$ cat src/rss_pkg.sv
// shared constants and types of the regulator startup sequencer
package rss_pkg;

   // ---------------------------------------------------------------
   // clock and timing
   // ---------------------------------------------------------------
   localparam int CLK_MHZ = 100;
   localparam int OSC_MHZ = 48;
   localparam int PREBIAS_HOLD_PERIODS = 16;
   localparam logic [3:0] LS_DUTY_FIRST = 4'h1;
   localparam logic [3:0] LS_DUTY_FULL = 4'h8;
   localparam logic [4:0] PERIOD_CNT_LAST = 5'h0f;

   // ---------------------------------------------------------------
   // configuration memory layout and reset values
   // ---------------------------------------------------------------
   localparam int MEM_WORDS = 5;
   localparam logic [2:0] MEM_IDX_I2C = 3'h0;
   localparam logic [2:0] MEM_IDX_SMBUS = 3'h1;
   localparam logic [2:0] MEM_IDX_ONOFF = 3'h2;
   localparam logic [2:0] MEM_IDX_VIN_ON = 3'h3;
   localparam logic [2:0] MEM_IDX_VIN_OFF = 3'h4;
   localparam logic [2:0] MEM_IDX_LAST = 3'h4;
   localparam logic [6:0] I2C_BASE_RESET = 7'h10;
   localparam logic [6:0] SMBUS_BASE_RESET = 7'h40;
   // 250 mV per code, 8'h04 is the 1 V lockout default
   localparam logic [7:0] VIN_LIMIT_RESET = 8'h04;
   localparam logic [1:0] ONOFF_RESET = 2'h0;
   localparam int ONOFF_SOFT_SEL = 0;
   localparam int ONOFF_SOFT_ON = 1;

   // ---------------------------------------------------------------
   // command register codes
   // ---------------------------------------------------------------
   localparam logic [7:0] REG_I2C_BASE = 8'h00;
   localparam logic [7:0] REG_SMBUS_BASE = 8'h01;
   localparam logic [7:0] REG_ONOFF = 8'h02;
   localparam logic [7:0] REG_VIN_ON = 8'h03;
   localparam logic [7:0] REG_VIN_OFF = 8'h04;
   localparam logic [7:0] REG_READ_VIN = 8'h05;
   localparam logic [7:0] REG_STATUS = 8'h06;

   // ---------------------------------------------------------------
   // strap converter bins: fifteen rising boundaries, 10-bit codes
   // ---------------------------------------------------------------
   localparam int STRAP_BINS = 16;
   localparam logic [9:0] STRAP_BOUND [0:14] = '{
      10'h020, 10'h060, 10'h0a0, 10'h0e0, 10'h120, 10'h160, 10'h1a0,
      10'h1e0, 10'h220, 10'h260, 10'h2a0, 10'h2e0, 10'h320, 10'h360,
      10'h3a0};

   typedef enum logic [1:0] {
      ST_RESET,
      ST_LOAD,
      ST_ADDR,
      ST_READY
   } rss_state_type;

endpackage : rss_pkg

$ cat src/rss_strap_decode.sv
// strap converter reading to address offset
`timescale 1ns/1ps
module rss_strap_decode import rss_pkg::*; (
   input wire logic [9:0] adcValue,
   output logic [3:0] offset
);

   // ---------------------------------------------------------------
   // count the boundaries at or below the reading
   // ---------------------------------------------------------------
   always_comb begin
      offset = 4'h0;
      for (int i = 0; i < STRAP_BINS - 1; i++) begin
         if (adcValue >= STRAP_BOUND[i]) begin
            offset = offset + 4'h1;
         end
      end
   end

endmodule : rss_strap_decode

$ cat src/rss_sequencer.sv
// startup sequencer: reset hold, config load, address, enable, pre-bias
// Behaviour
// - hold internal reset until both rails good and oscillator stable.
// - after reset, copy every config memory word into working registers.
// - after loading, accept bus commands regardless of the enable pin.
// - default enable needs pin, input above lockout, loaded, address read.
// - in digital mode software options may override the default enable.
// - keep separate 7-bit base addresses for the two bus ports.
// - a zero base address disables its port.
// - base defaults 0x10 and 0x40, strap offset added to each.
// - read strap with 10-bit converter, decode to offset 0 to 15.
// - answer commands at base plus offset after loading: digital mode.
// - floating strap: ignore commands, hand three pins to analog use.
// - in analog mode loaded configuration stays fixed.
// - input lockout defaults to 1 V, replaceable by on/off limits.
// - digitized input voltage is readback only; lockout uses comparators.
// - pre-charged start: low side off until first high-side pulse.
// - low side starts at 1/8 duty, steps 1/8 every 16 periods.
`timescale 1ns/1ps
module rss_sequencer import rss_pkg::*; (
   input wire logic ref_clk,
   input wire logic rst,
   input wire logic mainRailGood,
   input wire logic coreRailGood,
   input wire logic oscStable,
   input wire logic enablePin,
   input wire logic vinAboveOn,
   input wire logic vinBelowOff,
   input wire logic strapFloating,
   input wire logic [9:0] strapAdcValue,
   input wire logic strapAdcValid,
   input wire logic [9:0] vinAdcValue,
   input wire logic [7:0] memData,
   input wire logic memValid,
   input wire logic cmdValid,
   input wire logic cmdWrite,
   input wire logic [6:0] cmdTarget,
   input wire logic [7:0] cmdReg,
   input wire logic [7:0] cmdWrData,
   input wire logic highSideGate,
   input wire logic periodStart,
   output logic porActive,
   output logic memRead,
   output logic [2:0] memAddr,
   output logic [6:0] i2cAddr,
   output logic [6:0] smbusAddr,
   output logic digitalMode,
   output logic commPinsAnalog,
   output logic [7:0] vinOnLimit,
   output logic [7:0] vinOffLimit,
   output logic cmdAck,
   output logic [7:0] cmdRdData,
   output logic convEnable,
   output logic lowSideOn,
   output logic [3:0] lowSideDuty
);

   // ---------------------------------------------------------------
   // pin synchronisers
   // ---------------------------------------------------------------
   logic [6:0] syncA;
   logic [6:0] syncB;
   always_ff @(posedge ref_clk) begin
      syncA <= {strapFloating, vinBelowOff, vinAboveOn, enablePin,
                oscStable, coreRailGood, mainRailGood};
      syncB <= syncA;
   end
   wire logic suppliesGood = syncB[0] & syncB[1] & syncB[2];
   wire logic enSync = syncB[3];
   wire logic aboveOnSync = syncB[4];
   wire logic belowOffSync = syncB[5];
   wire logic floatSync = syncB[6];

   // ---------------------------------------------------------------
   // working registers and state
   // ---------------------------------------------------------------
   rss_state_type state;
   rss_state_type next_state;
   logic [6:0] i2cBase;
   logic [6:0] smbusBase;
   logic [1:0] onOffCfg;
   logic [3:0] strapOffset;
   logic inputOk;
   logic [3:0] decodedOffset;
   logic [4:0] periodCnt;
   logic seenHighSide;

   rss_strap_decode u_rss_strap_decode (
      .adcValue(strapAdcValue),
      .offset(decodedOffset)
   );

   function automatic logic [6:0] effAddr(input logic [6:0] base,
                                          input logic [3:0] off);
      effAddr = base + {3'h0, off};
   endfunction : effAddr

   // ---------------------------------------------------------------
   // decode
   // ---------------------------------------------------------------
   wire logic ready = (state == ST_READY);
   wire logic memHit = (state == ST_LOAD) & memValid;
   wire logic lastWord = (memAddr == MEM_IDX_LAST);
   wire logic i2cHit = (i2cBase != 7'h00) & (cmdTarget == i2cAddr);
   wire logic smbusHit = (smbusBase != 7'h00)
                         & (cmdTarget == smbusAddr);
   wire logic cmdTaken = cmdValid & ready & digitalMode
                         & (i2cHit | smbusHit);
   wire logic cmdWr = cmdTaken & cmdWrite;
   wire logic softSel = digitalMode & onOffCfg[ONOFF_SOFT_SEL];
   wire logic enableTerm = softSel ? onOffCfg[ONOFF_SOFT_ON] : enSync;
   wire logic next_conv = ready & inputOk & enableTerm;
   wire logic [7:0] statusWord = {3'h0, convEnable, digitalMode,
                                  inputOk, state};

   always_comb begin
      case (state)
         ST_RESET: next_state = suppliesGood ? ST_LOAD : ST_RESET;
         ST_LOAD: next_state = (memHit & lastWord) ? ST_ADDR : ST_LOAD;
         ST_ADDR: next_state = strapAdcValid ? ST_READY : ST_ADDR;
         ST_READY: next_state = ST_READY;
         default: next_state = ST_RESET;
      endcase
   end

   // ---------------------------------------------------------------
   // sequence state, reset hold and memory load
   // ---------------------------------------------------------------
   always_ff @(posedge ref_clk) begin
      if (rst | ~suppliesGood) begin
         state <= ST_RESET;
         porActive <= 1'b1;
         memRead <= 1'b0;
         memAddr <= MEM_IDX_I2C;
      end else begin
         state <= next_state;
         porActive <= 1'b0;
         memRead <= (next_state == ST_LOAD);
         if (memHit & ~lastWord) begin
            memAddr <= memAddr + 3'h1;
         end
      end
   end

   // ---------------------------------------------------------------
   // strap latch and mode
   // ---------------------------------------------------------------
   always_ff @(posedge ref_clk) begin
      if (rst | ~suppliesGood) begin
         strapOffset <= 4'h0;
         digitalMode <= 1'b0;
         commPinsAnalog <= 1'b0;
      end else if (state == ST_ADDR && strapAdcValid) begin
         strapOffset <= decodedOffset;
         digitalMode <= ~floatSync;
         commPinsAnalog <= floatSync;
      end
   end

   always_ff @(posedge ref_clk) begin
      if (rst) begin
         i2cAddr <= I2C_BASE_RESET;
         smbusAddr <= SMBUS_BASE_RESET;
      end else begin
         i2cAddr <= effAddr(i2cBase, strapOffset);
         smbusAddr <= effAddr(smbusBase, strapOffset);
      end
   end

   // ---------------------------------------------------------------
   // working configuration registers
   // ---------------------------------------------------------------
   always_ff @(posedge ref_clk) begin
      if (rst) begin
         i2cBase <= I2C_BASE_RESET;
         smbusBase <= SMBUS_BASE_RESET;
         onOffCfg <= ONOFF_RESET;
         vinOnLimit <= VIN_LIMIT_RESET;
         vinOffLimit <= VIN_LIMIT_RESET;
      end else if (memHit) begin
         case (memAddr)
            MEM_IDX_I2C: i2cBase <= memData[6:0];
            MEM_IDX_SMBUS: smbusBase <= memData[6:0];
            MEM_IDX_ONOFF: onOffCfg <= memData[1:0];
            MEM_IDX_VIN_ON: vinOnLimit <= memData;
            MEM_IDX_VIN_OFF: vinOffLimit <= memData;
            default: onOffCfg <= onOffCfg;
         endcase
      end else if (cmdWr) begin
         case (cmdReg)
            REG_I2C_BASE: i2cBase <= cmdWrData[6:0];
            REG_SMBUS_BASE: smbusBase <= cmdWrData[6:0];
            REG_ONOFF: onOffCfg <= cmdWrData[1:0];
            REG_VIN_ON: vinOnLimit <= cmdWrData;
            REG_VIN_OFF: vinOffLimit <= cmdWrData;
            default: onOffCfg <= onOffCfg;
         endcase
      end
   end

   // ---------------------------------------------------------------
   // command answer
   // ---------------------------------------------------------------
   always_ff @(posedge ref_clk) begin
      if (rst) begin
         cmdAck <= 1'b0;
         cmdRdData <= 8'h00;
      end else begin
         cmdAck <= cmdTaken;
         if (cmdTaken & ~cmdWrite) begin
            case (cmdReg)
               REG_I2C_BASE: cmdRdData <= {1'b0, i2cBase};
               REG_SMBUS_BASE: cmdRdData <= {1'b0, smbusBase};
               REG_ONOFF: cmdRdData <= {6'h00, onOffCfg};
               REG_VIN_ON: cmdRdData <= vinOnLimit;
               REG_VIN_OFF: cmdRdData <= vinOffLimit;
               REG_READ_VIN: cmdRdData <= vinAdcValue[9:2];
               REG_STATUS: cmdRdData <= statusWord;
               default: cmdRdData <= 8'h00;
            endcase
         end
      end
   end

   // ---------------------------------------------------------------
   // input lockout from comparators and conversion enable
   // ---------------------------------------------------------------
   always_ff @(posedge ref_clk) begin
      if (rst) begin
         inputOk <= 1'b0;
         convEnable <= 1'b0;
      end else begin
         if (aboveOnSync) begin
            inputOk <= 1'b1;
         end else if (belowOffSync) begin
            inputOk <= 1'b0;
         end
         convEnable <= next_conv;
      end
   end

   // ---------------------------------------------------------------
   // pre-bias low-side ramp
   // ---------------------------------------------------------------
   always_ff @(posedge ref_clk) begin
      if (rst | ~convEnable) begin
         seenHighSide <= 1'b0;
         lowSideOn <= 1'b0;
         lowSideDuty <= 4'h0;
         periodCnt <= 5'h00;
      end else if (~seenHighSide) begin
         if (highSideGate) begin
            seenHighSide <= 1'b1;
            lowSideOn <= 1'b1;
            lowSideDuty <= LS_DUTY_FIRST;
         end
      end else if (periodStart && lowSideDuty != LS_DUTY_FULL) begin
         if (periodCnt == PERIOD_CNT_LAST) begin
            periodCnt <= 5'h00;
            lowSideDuty <= lowSideDuty + 4'h1;
         end else begin
            periodCnt <= periodCnt + 5'h01;
         end
      end
   end
endmodule : rss_sequencer

$ cat config.mk
export PLATFORM = sky130hd
export DESIGN_NAME = rss_sequencer
export DESIGN_NICKNAME = d
export VERILOG_FILES = /design/src/rss_pkg.sv /design/src/rss_strap_decode.sv /design/src/rss_sequencer.sv
export SDC_FILE = /design/constraint.sdc
export NUM_CORES = 1
export LEC_CHECK = 0
export BUFFER_PORTS_ARGS = -buffer_cell sky130_fd_sc_hd__buf_2
export CORE_ASPECT_RATIO = 1.4
export CORE_MARGIN = 4
export CORE_UTILIZATION = 30
export CTS_CLUSTER_DIAMETER = 30
export DETAILED_ROUTE_END_ITERATION = 10
export PLACE_DENSITY = 0.47
export SKIP_LAST_GASP = 1
export SLEW_MARGIN = 10
export SYNTH_ARGS = -nofsm -noshare
export SYNTH_HDL_FRONTEND = slang
export SYNTH_SLANG_ARGS = --single-unit
$ cat constraint.sdc
create_clock -name ref_clk -period 13.05 [get_ports ref_clk]
set_input_delay 2.61 -clock ref_clk [delete_from_list [all_inputs] [get_ports ref_clk]]
set_output_delay 2.61 -clock ref_clk [all_outputs]
set_load 0.05 [all_outputs]
==> results of run 1 <==
[logic make-up after synthesis]
| logic type | Yosys count | synth area share (%) |
|---|---|---|
| AND/OR/NAND/NOR | 268 | 21.6 |
| AO/OA/AOI/OAI | 132 | 16.2 |
| flip-flops | 95 | 32.8 |
| XOR/XNOR | 63 | 10.3 |
| buffers and inverters | 58 | 4.14 |
| multiplexers | 44 | 7.70 |
| adder cells (fa/ha/maj) | 33 | 7.31 |
[final cells by class]
cell class | count | share of cell area, %
multi-input cells | 540 | 53.5
flip-flops and latches | 95 | 27.8
repair buffers | 112 | 8.28
well taps | 244 | 4.47
clock buffers | 11 | 3.70
inverters | 25 | 1.37
clock inverters | 5 | 0.824
[state kept, by name, indices dropped and copies added, names as in the netlist, 2 cells and up]
signal,count
cmdRdData,8
periodCnt,5
i2cBase,7
syncA,7
vinOffLimit,8
smbusAddr,7
syncB,7
memAddr,3
i2cAddr,7
strapOffset,4
onOffCfg,2
state,2
vinOnLimit,8
lowSideDuty,4
smbusBase,7
[critical path, delay by kind of cell]
family | cells | cell delay (ns)
adder cells (fa/ha/maj) | 8 | 2.59
AND/OR/NAND/NOR | 17 | 2.62
buffers and inverters | 3 | 0.62
XOR/XNOR | 2 | 0.36
AO/OA/AOI/OAI | 10 | 1.83
multiplexers | 3 | 0.77
[worst paths after layout]
check	slack, ns	depth (start not counted)	startpoint	endpoint
worst max-delay path	1.81	43	strapAdcValue[9]	strapOffset[1]
worst min-delay path	0.33	0	syncA[5]	syncB[5]
worst max register to register	10.02	9	i2cAddr[0]	cmdRdData[0]
worst min register to register	0.33	0	syncA[5]	syncB[5]
[per-stage QoR]
stage	cell area [um2]	setup WS (ns)	hold slack [ns]
floorplan	5800	2.61	0.310
global placement	6520	1.59	0.311
detailed placement	6520	1.46	0.312
CTS	6830	1.80	0.328
global route	6830	0.942	0.334
finish	6830	1.81	0.327
[per-layer routing]
layer  routed length [um]  vias up  track usage (%)
met1                 6950     2465             17.6
met2                 8860      157             28.2
met3                  866       25             2.58
met4                  454        0             5.52
met5                    0        -                0
li1                     -     2623                -
[synthesized netlist by cell type, drive strengths merged, types with 18 or more instances]
master	count	area (um2)
dfxtp	95	1900
clkbuf	19	71.3
ha	29	363
xnor2	44	385
nor2	90	338
a21oi	25	125
nand2	72	270
inv	24	90.1
o21ai	20	100
nor3	18	90.1
mux2i	39	390
[report_power, final]
part	internal [mW]	switching, mW	total [mW]
logic	0.0708	0.0936	0.164
registers	0.293	0.00166	0.295
clock network	0.159	0.111	0.270
total	0.522	0.207	0.729
[placed cells by master (no fill, tap or decap), types with 5 or more instances in the layout]
cell type / n
a22oi_1: 16
nor4_1: 5
buf_2: 110
or3_1: 5
a31oi_1: 9
xor2_1: 16
ha_1: 29
nand2_1: 72
nand4_1: 8
a211oi_1: 7
dfxtp_1: 95
a21oi_1: 25
nor3_1: 18
nand2b_1: 13
inv_1: 24
o21ai_0: 18
xnor2_1: 44
nor2_1: 90
nand3_1: 15
mux2i_1: 39
and2_1: 6
nor2b_1: 16
clkbuf_16: 9
mux2_2: 5
==> summary.md, run 1 <==
| Metric | Value |
|---|---|
| CP startpoint kind | `input port` |
| Share of cells above drive strength 1 | `18.4%` |
| PostCTS Resize Cnt | `0` |
| Die height | `173 um` |
| # nets final | `880` |
| Post-synth EDFFs | `0` |
| Mapped Area | `5800 um2` |
| WS Path Type | `input port to register` |
| Max-slew violation count | `0` |
| Postcts setup bufs | `0` |
| First-pass GRT wire length | `27.2 mm` |
| Min Tclk post-route | `11.24 ns` |
| Synth Warn # | `0` |
| Vias | `5,270` |
| Cts hold-fix bufs | `0` |
| H-tree depth | `3` |
| Post-synthesis net count | `790` |
| Max_slew headroom | `24.6%` |
| Drt pass-1 iters | `5` |
| Ys flop type | `dfxtp_1` |
| Core area | `18,800 um2` |
| Clk_lat worst skew | `0.34 ns` |
| Yosys reg bits | `95` |
| Drt wl/cell | `16.6 um` |
| Crit. End Element | `register` |
| Antenna violations before repair | `0` |
| Most frequent CP cell | `ha_1` |
| Cells after synthesis | `693` |
| Die width | `126 um` |
| Crit-path max cell delay | `0.61 ns` |
| Avg Cell Area, Syn | `8.37 um2` |
| Port Buf Inserts | `110` |
| Non-Filler Instances | `1,032` |
| Largest net degree at the start of global routing | `61` |
| Overall Power | `729 uW` |
| Root Driver | `clkbuf_16` |
| Maximum clock path buffer count | `2` |
| Multi-input logic area | `3660 um2` |
| Final Hold Vio Count | `0` |
| Worst path slowest cell | `ha_1` |
| Initial Util | `30.8%` |
| Req. time, crit path | `13.26 ns` |
| Worst-Margin Slew | `1.12 ns` |
| Max Cap Viol | `0` |
| Total grt overflow | `0` |
| # DRC | `0` |
| Register area share after synthesis | `32.8%` |
| RSZ-0062 raised after global routing | `false` |
| GP Congestion | `0.831` |
| Area grow syn2layout | `17.8%` |
| N_diodes | `0` |
| Leak | `3.01 nW` |
| Post-DP HPWL | `13.4 mm` |
| DR vias/cell | `5.11` |
| CTS sink cnt | `95` |
| Fmax | `0.0890 GHz` |
| Fin Setup TNS | `0 ns` |
| Worst Skew | `0.00717 ns` |
| Setup violations, final | `0` |
| Register Area | `1900 um2` |
| Worst EP arrival | `11.45 ns` |
| CTS tree | `yes` |
| Worst ir drop on vdd | `63.5 uV` |
| Clk slew on worst S/H paths | `0.07 ns` |
| GRT Total Usage | `15.3%` |
| Hold Path Class | `register to register` |
| Status | `completed` |
| Vias in the first global route | `5,172` |
| Fillers | `1,968` |
| Final wirelength | `17.1 mm` |
| CTS buffer count | `9` |
| CP Max Fanout | `40` |
| Fin util | `36.3%` |
| Synth cell types | `69` |
| Number of DRC markers in iteration 0 | `370` |
| Placed Cells | `1,016` |
| Final Cycle Share | `86.1%` |
| Power per cell area | `107 nW/um2` |
| FFs w/ async S/R, synth | `0%` |
| I/O Pins | `118` |
| Cell Rows | `59` |
| Die Area | `21,700 um2` |
| Post-DRT Antenna Nets | `0` |
Note: power is estimated with default switching activity, not from simulation.
==> inputs of run 2 (changes only) <==
==> constraint.sdc (replaced) <==
create_clock -name ref_clk -period 13.05 [get_ports ref_clk]
set_input_delay 0 -clock ref_clk [delete_from_list [all_inputs] [get_ports ref_clk]]
set_output_delay 0 -clock ref_clk [all_outputs]
set_load 0.05 [all_outputs]
==> summary.md, run 2 (synthesis gave the netlist of run 1 again) <==
| Metric | Value |
|---|---|
| RR Endpoint | `cmdRdData[5]` |
| Worst EP arrival | `8.88 ns` |
| Leak | `3.05 nW` |
| GRT Total Usage | `15.6%` |
| Number of DRC markers in iteration 0 | `381` |
| Final wirelength | `17.1 mm` |
| Final Cycle Share | `66.1%` |
| Fillers | `1,949` |
| Initial Util | `30.8%` |
| # DRC | `0` |
| Largest net degree at the start of global routing | `61` |
| Sw Pwr | `209 uW` |
| Cts hold-fix bufs | `12` |
| CP startpoint kind | `input port` |
| Reg2reg path depth | `9` |
| H-tree depth | `3` |
| Die height | `173 um` |
| Worst hold path startpoint | `vinAdcValue[8]` |
| Most frequent cells in the layout | `buf_2, dfxtp_1, nor2_1` |
| Worst path slowest cell | `ha_1` |
| Total grt overflow | `0` |
| Cell Rows | `59` |
| Clk slew on worst S/H paths | `0.06 ns` |
| Hold Path Class | `input port to register` |
| Post-DP HPWL | `13.3 mm` |
| Max Cap Viol | `0` |
| Final Hold Vio Count | `0` |
| DR vias/cell | `5.05` |
| Max-slew violation count | `0` |
| Drt wl/cell | `16.4 um` |
| Port Buf Inserts | `110` |
| Reg power frac | `40.7%` |
| RSZ-0062 raised after global routing | `false` |
| Worst r2r src | `i2cAddr[0]` |
| Postcts setup bufs | `0` |
| WS Path Type | `input port to register` |
| GP Congestion | `0.830` |
| Antenna violations before repair | `1` |
| Final worst-path setup slack | `4.42 ns` |
| Most frequent CP cell | `ha_1` |
| Vias | `5,276` |
| Switching Share | `28.8%` |
| Fmax | `0.116 GHz` |
| I/O Pins | `118` |
| Crit-path max cell delay | `0.61 ns` |
| Internal Power | `515 uW` |
| Min-Delay Endpoint | `cmdRdData[6]` |
| # nets final | `892` |
| Root Driver | `clkbuf_16` |
| Commonest non-fill, non-tap cell in the layout | `buf_2` |
| Vias in the first global route | `5,218` |
| Clk pwr share | `36.2%` |
| CTS tree | `yes` |
| Area grow syn2layout | `19.7%` |
| Worst Skew | `0.00626 ns` |
| Multi-input logic area | `3660 um2` |
| Register Area | `1900 um2` |
| Share of cells above drive strength 1 | `18.0%` |
| Die width | `126 um` |
| Min Tclk post-route | `8.63 ns` |
| Drt pass-1 iters | `6` |
| WHS Path Cells | `5` |
| CP Max Fanout | `40` |
| Worst-Margin Slew | `1.12 ns` |
| Crit. End Element | `register` |
| CTS sink cnt | `95` |
| Core area | `18,800 um2` |
| Maximum clock path buffer count | `2` |
| Setup violations, final | `0` |
| Max_slew headroom | `24.8%` |
| Die Area | `21,700 um2` |
| CTS buffer count | `9` |
| Post-DRT Antenna Nets | `0` |
| Fin Setup TNS | `0 ns` |
| Post-Place Worst Slack | `4.10 ns` |
| R2R Setup Slk | `9.99 ns` |
| First-pass GRT wire length | `27.7 mm` |
| Largest regs | `cmdRdData: 8 flops, vinOffLimit: 8 flops, vinOnLimit: 8 flops` |
| Worst ir drop on vdd | `50.5 uV` |
| Req. time, crit path | `13.30 ns` |
| Logic pwr share | `23.1%` |
| WP buf/inv | `3` |
| Status | `completed` |
| PostCTS Resize Cnt | `0` |
| Power per cell area | `104 nW/um2` |
| Clk_lat worst skew | `0.34 ns` |
| Largest delay contributor family on the critical path | `simple AND/OR/NAND/NOR gates` |
==> run 2: worst max path at each step <==
stage	cells past startpoint	from	end	slack, ns
after floorplan	45	strapAdcValue[7]	strapOffset[1]	5.22
after global placement	45	strapAdcValue[9]	strapOffset[3]	4.20
after detailed placement	45	strapAdcValue[9]	strapOffset[3]	4.10
after CTS	45	strapAdcValue[9]	strapOffset[3]	4.43
after global routing	45	strapAdcValue[9]	strapOffset[3]	3.65
final	45	strapAdcValue[9]	strapOffset[3]	4.42
==> run 2: stage by stage <==
step                      hold WS, ns  power (mW)  cell area (um2)  cells  util (%)
after floorplan                0.0277       0.427             5800    693         -
after global placement          0.103       0.464             6520   1016      34.7
after detailed placement        0.104       0.466             6520   1016      34.7
after CTS                     0.00304       0.734             6940   1043      36.9
after global routing           0.0551       0.765             6940   1044      36.9
final                          0.0126       0.724             6940   1044      36.9
==> run 2: cell type report <==
| class | instances | area share [%] |
|---|---|---|
| repair buffers | 124 | 9.88 |
| diodes | 1 | 0.0361 |
| flip-flops and latches | 95 | 27.4 |
| clock inverters | 6 | 0.992 |
| well taps | 244 | 4.40 |
| clock buffers | 9 | 3.24 |
| multi-input cells | 540 | 52.7 |
| inverters | 25 | 1.35 |
==> run 2: power groups by stage <==
stage               sequential [mW]  clock (mW)  combinational, mW
floorplan                     0.302           0              0.125
global placement              0.301           0              0.162
detailed placement            0.301           0              0.165
CTS                           0.295       0.271              0.169
global route                  0.295       0.284              0.186
finish                        0.295       0.263              0.167
==> run 2: per-layer routing <==
layer / wire [um] / part of all wire (%) / track usage (%)
met5: 0 / 0 / 0
met4: 437 / 2.6 / 5.33
met3: 949 / 5.5 / 2.61
met2: 8830 / 52 / 28.4
met1: 6910 / 40 / 18.1
==> run 2: worst min-delay path: cells and delay by family <==
| kind | cells | cell delay (ns) |
|---|---|---|
| buffers and inverters | 1 | 0.08 |
| AOI/OAI and AO/OA | 2 | 0.11 |
| and+or+nand+nor | 2 | 0.14 |
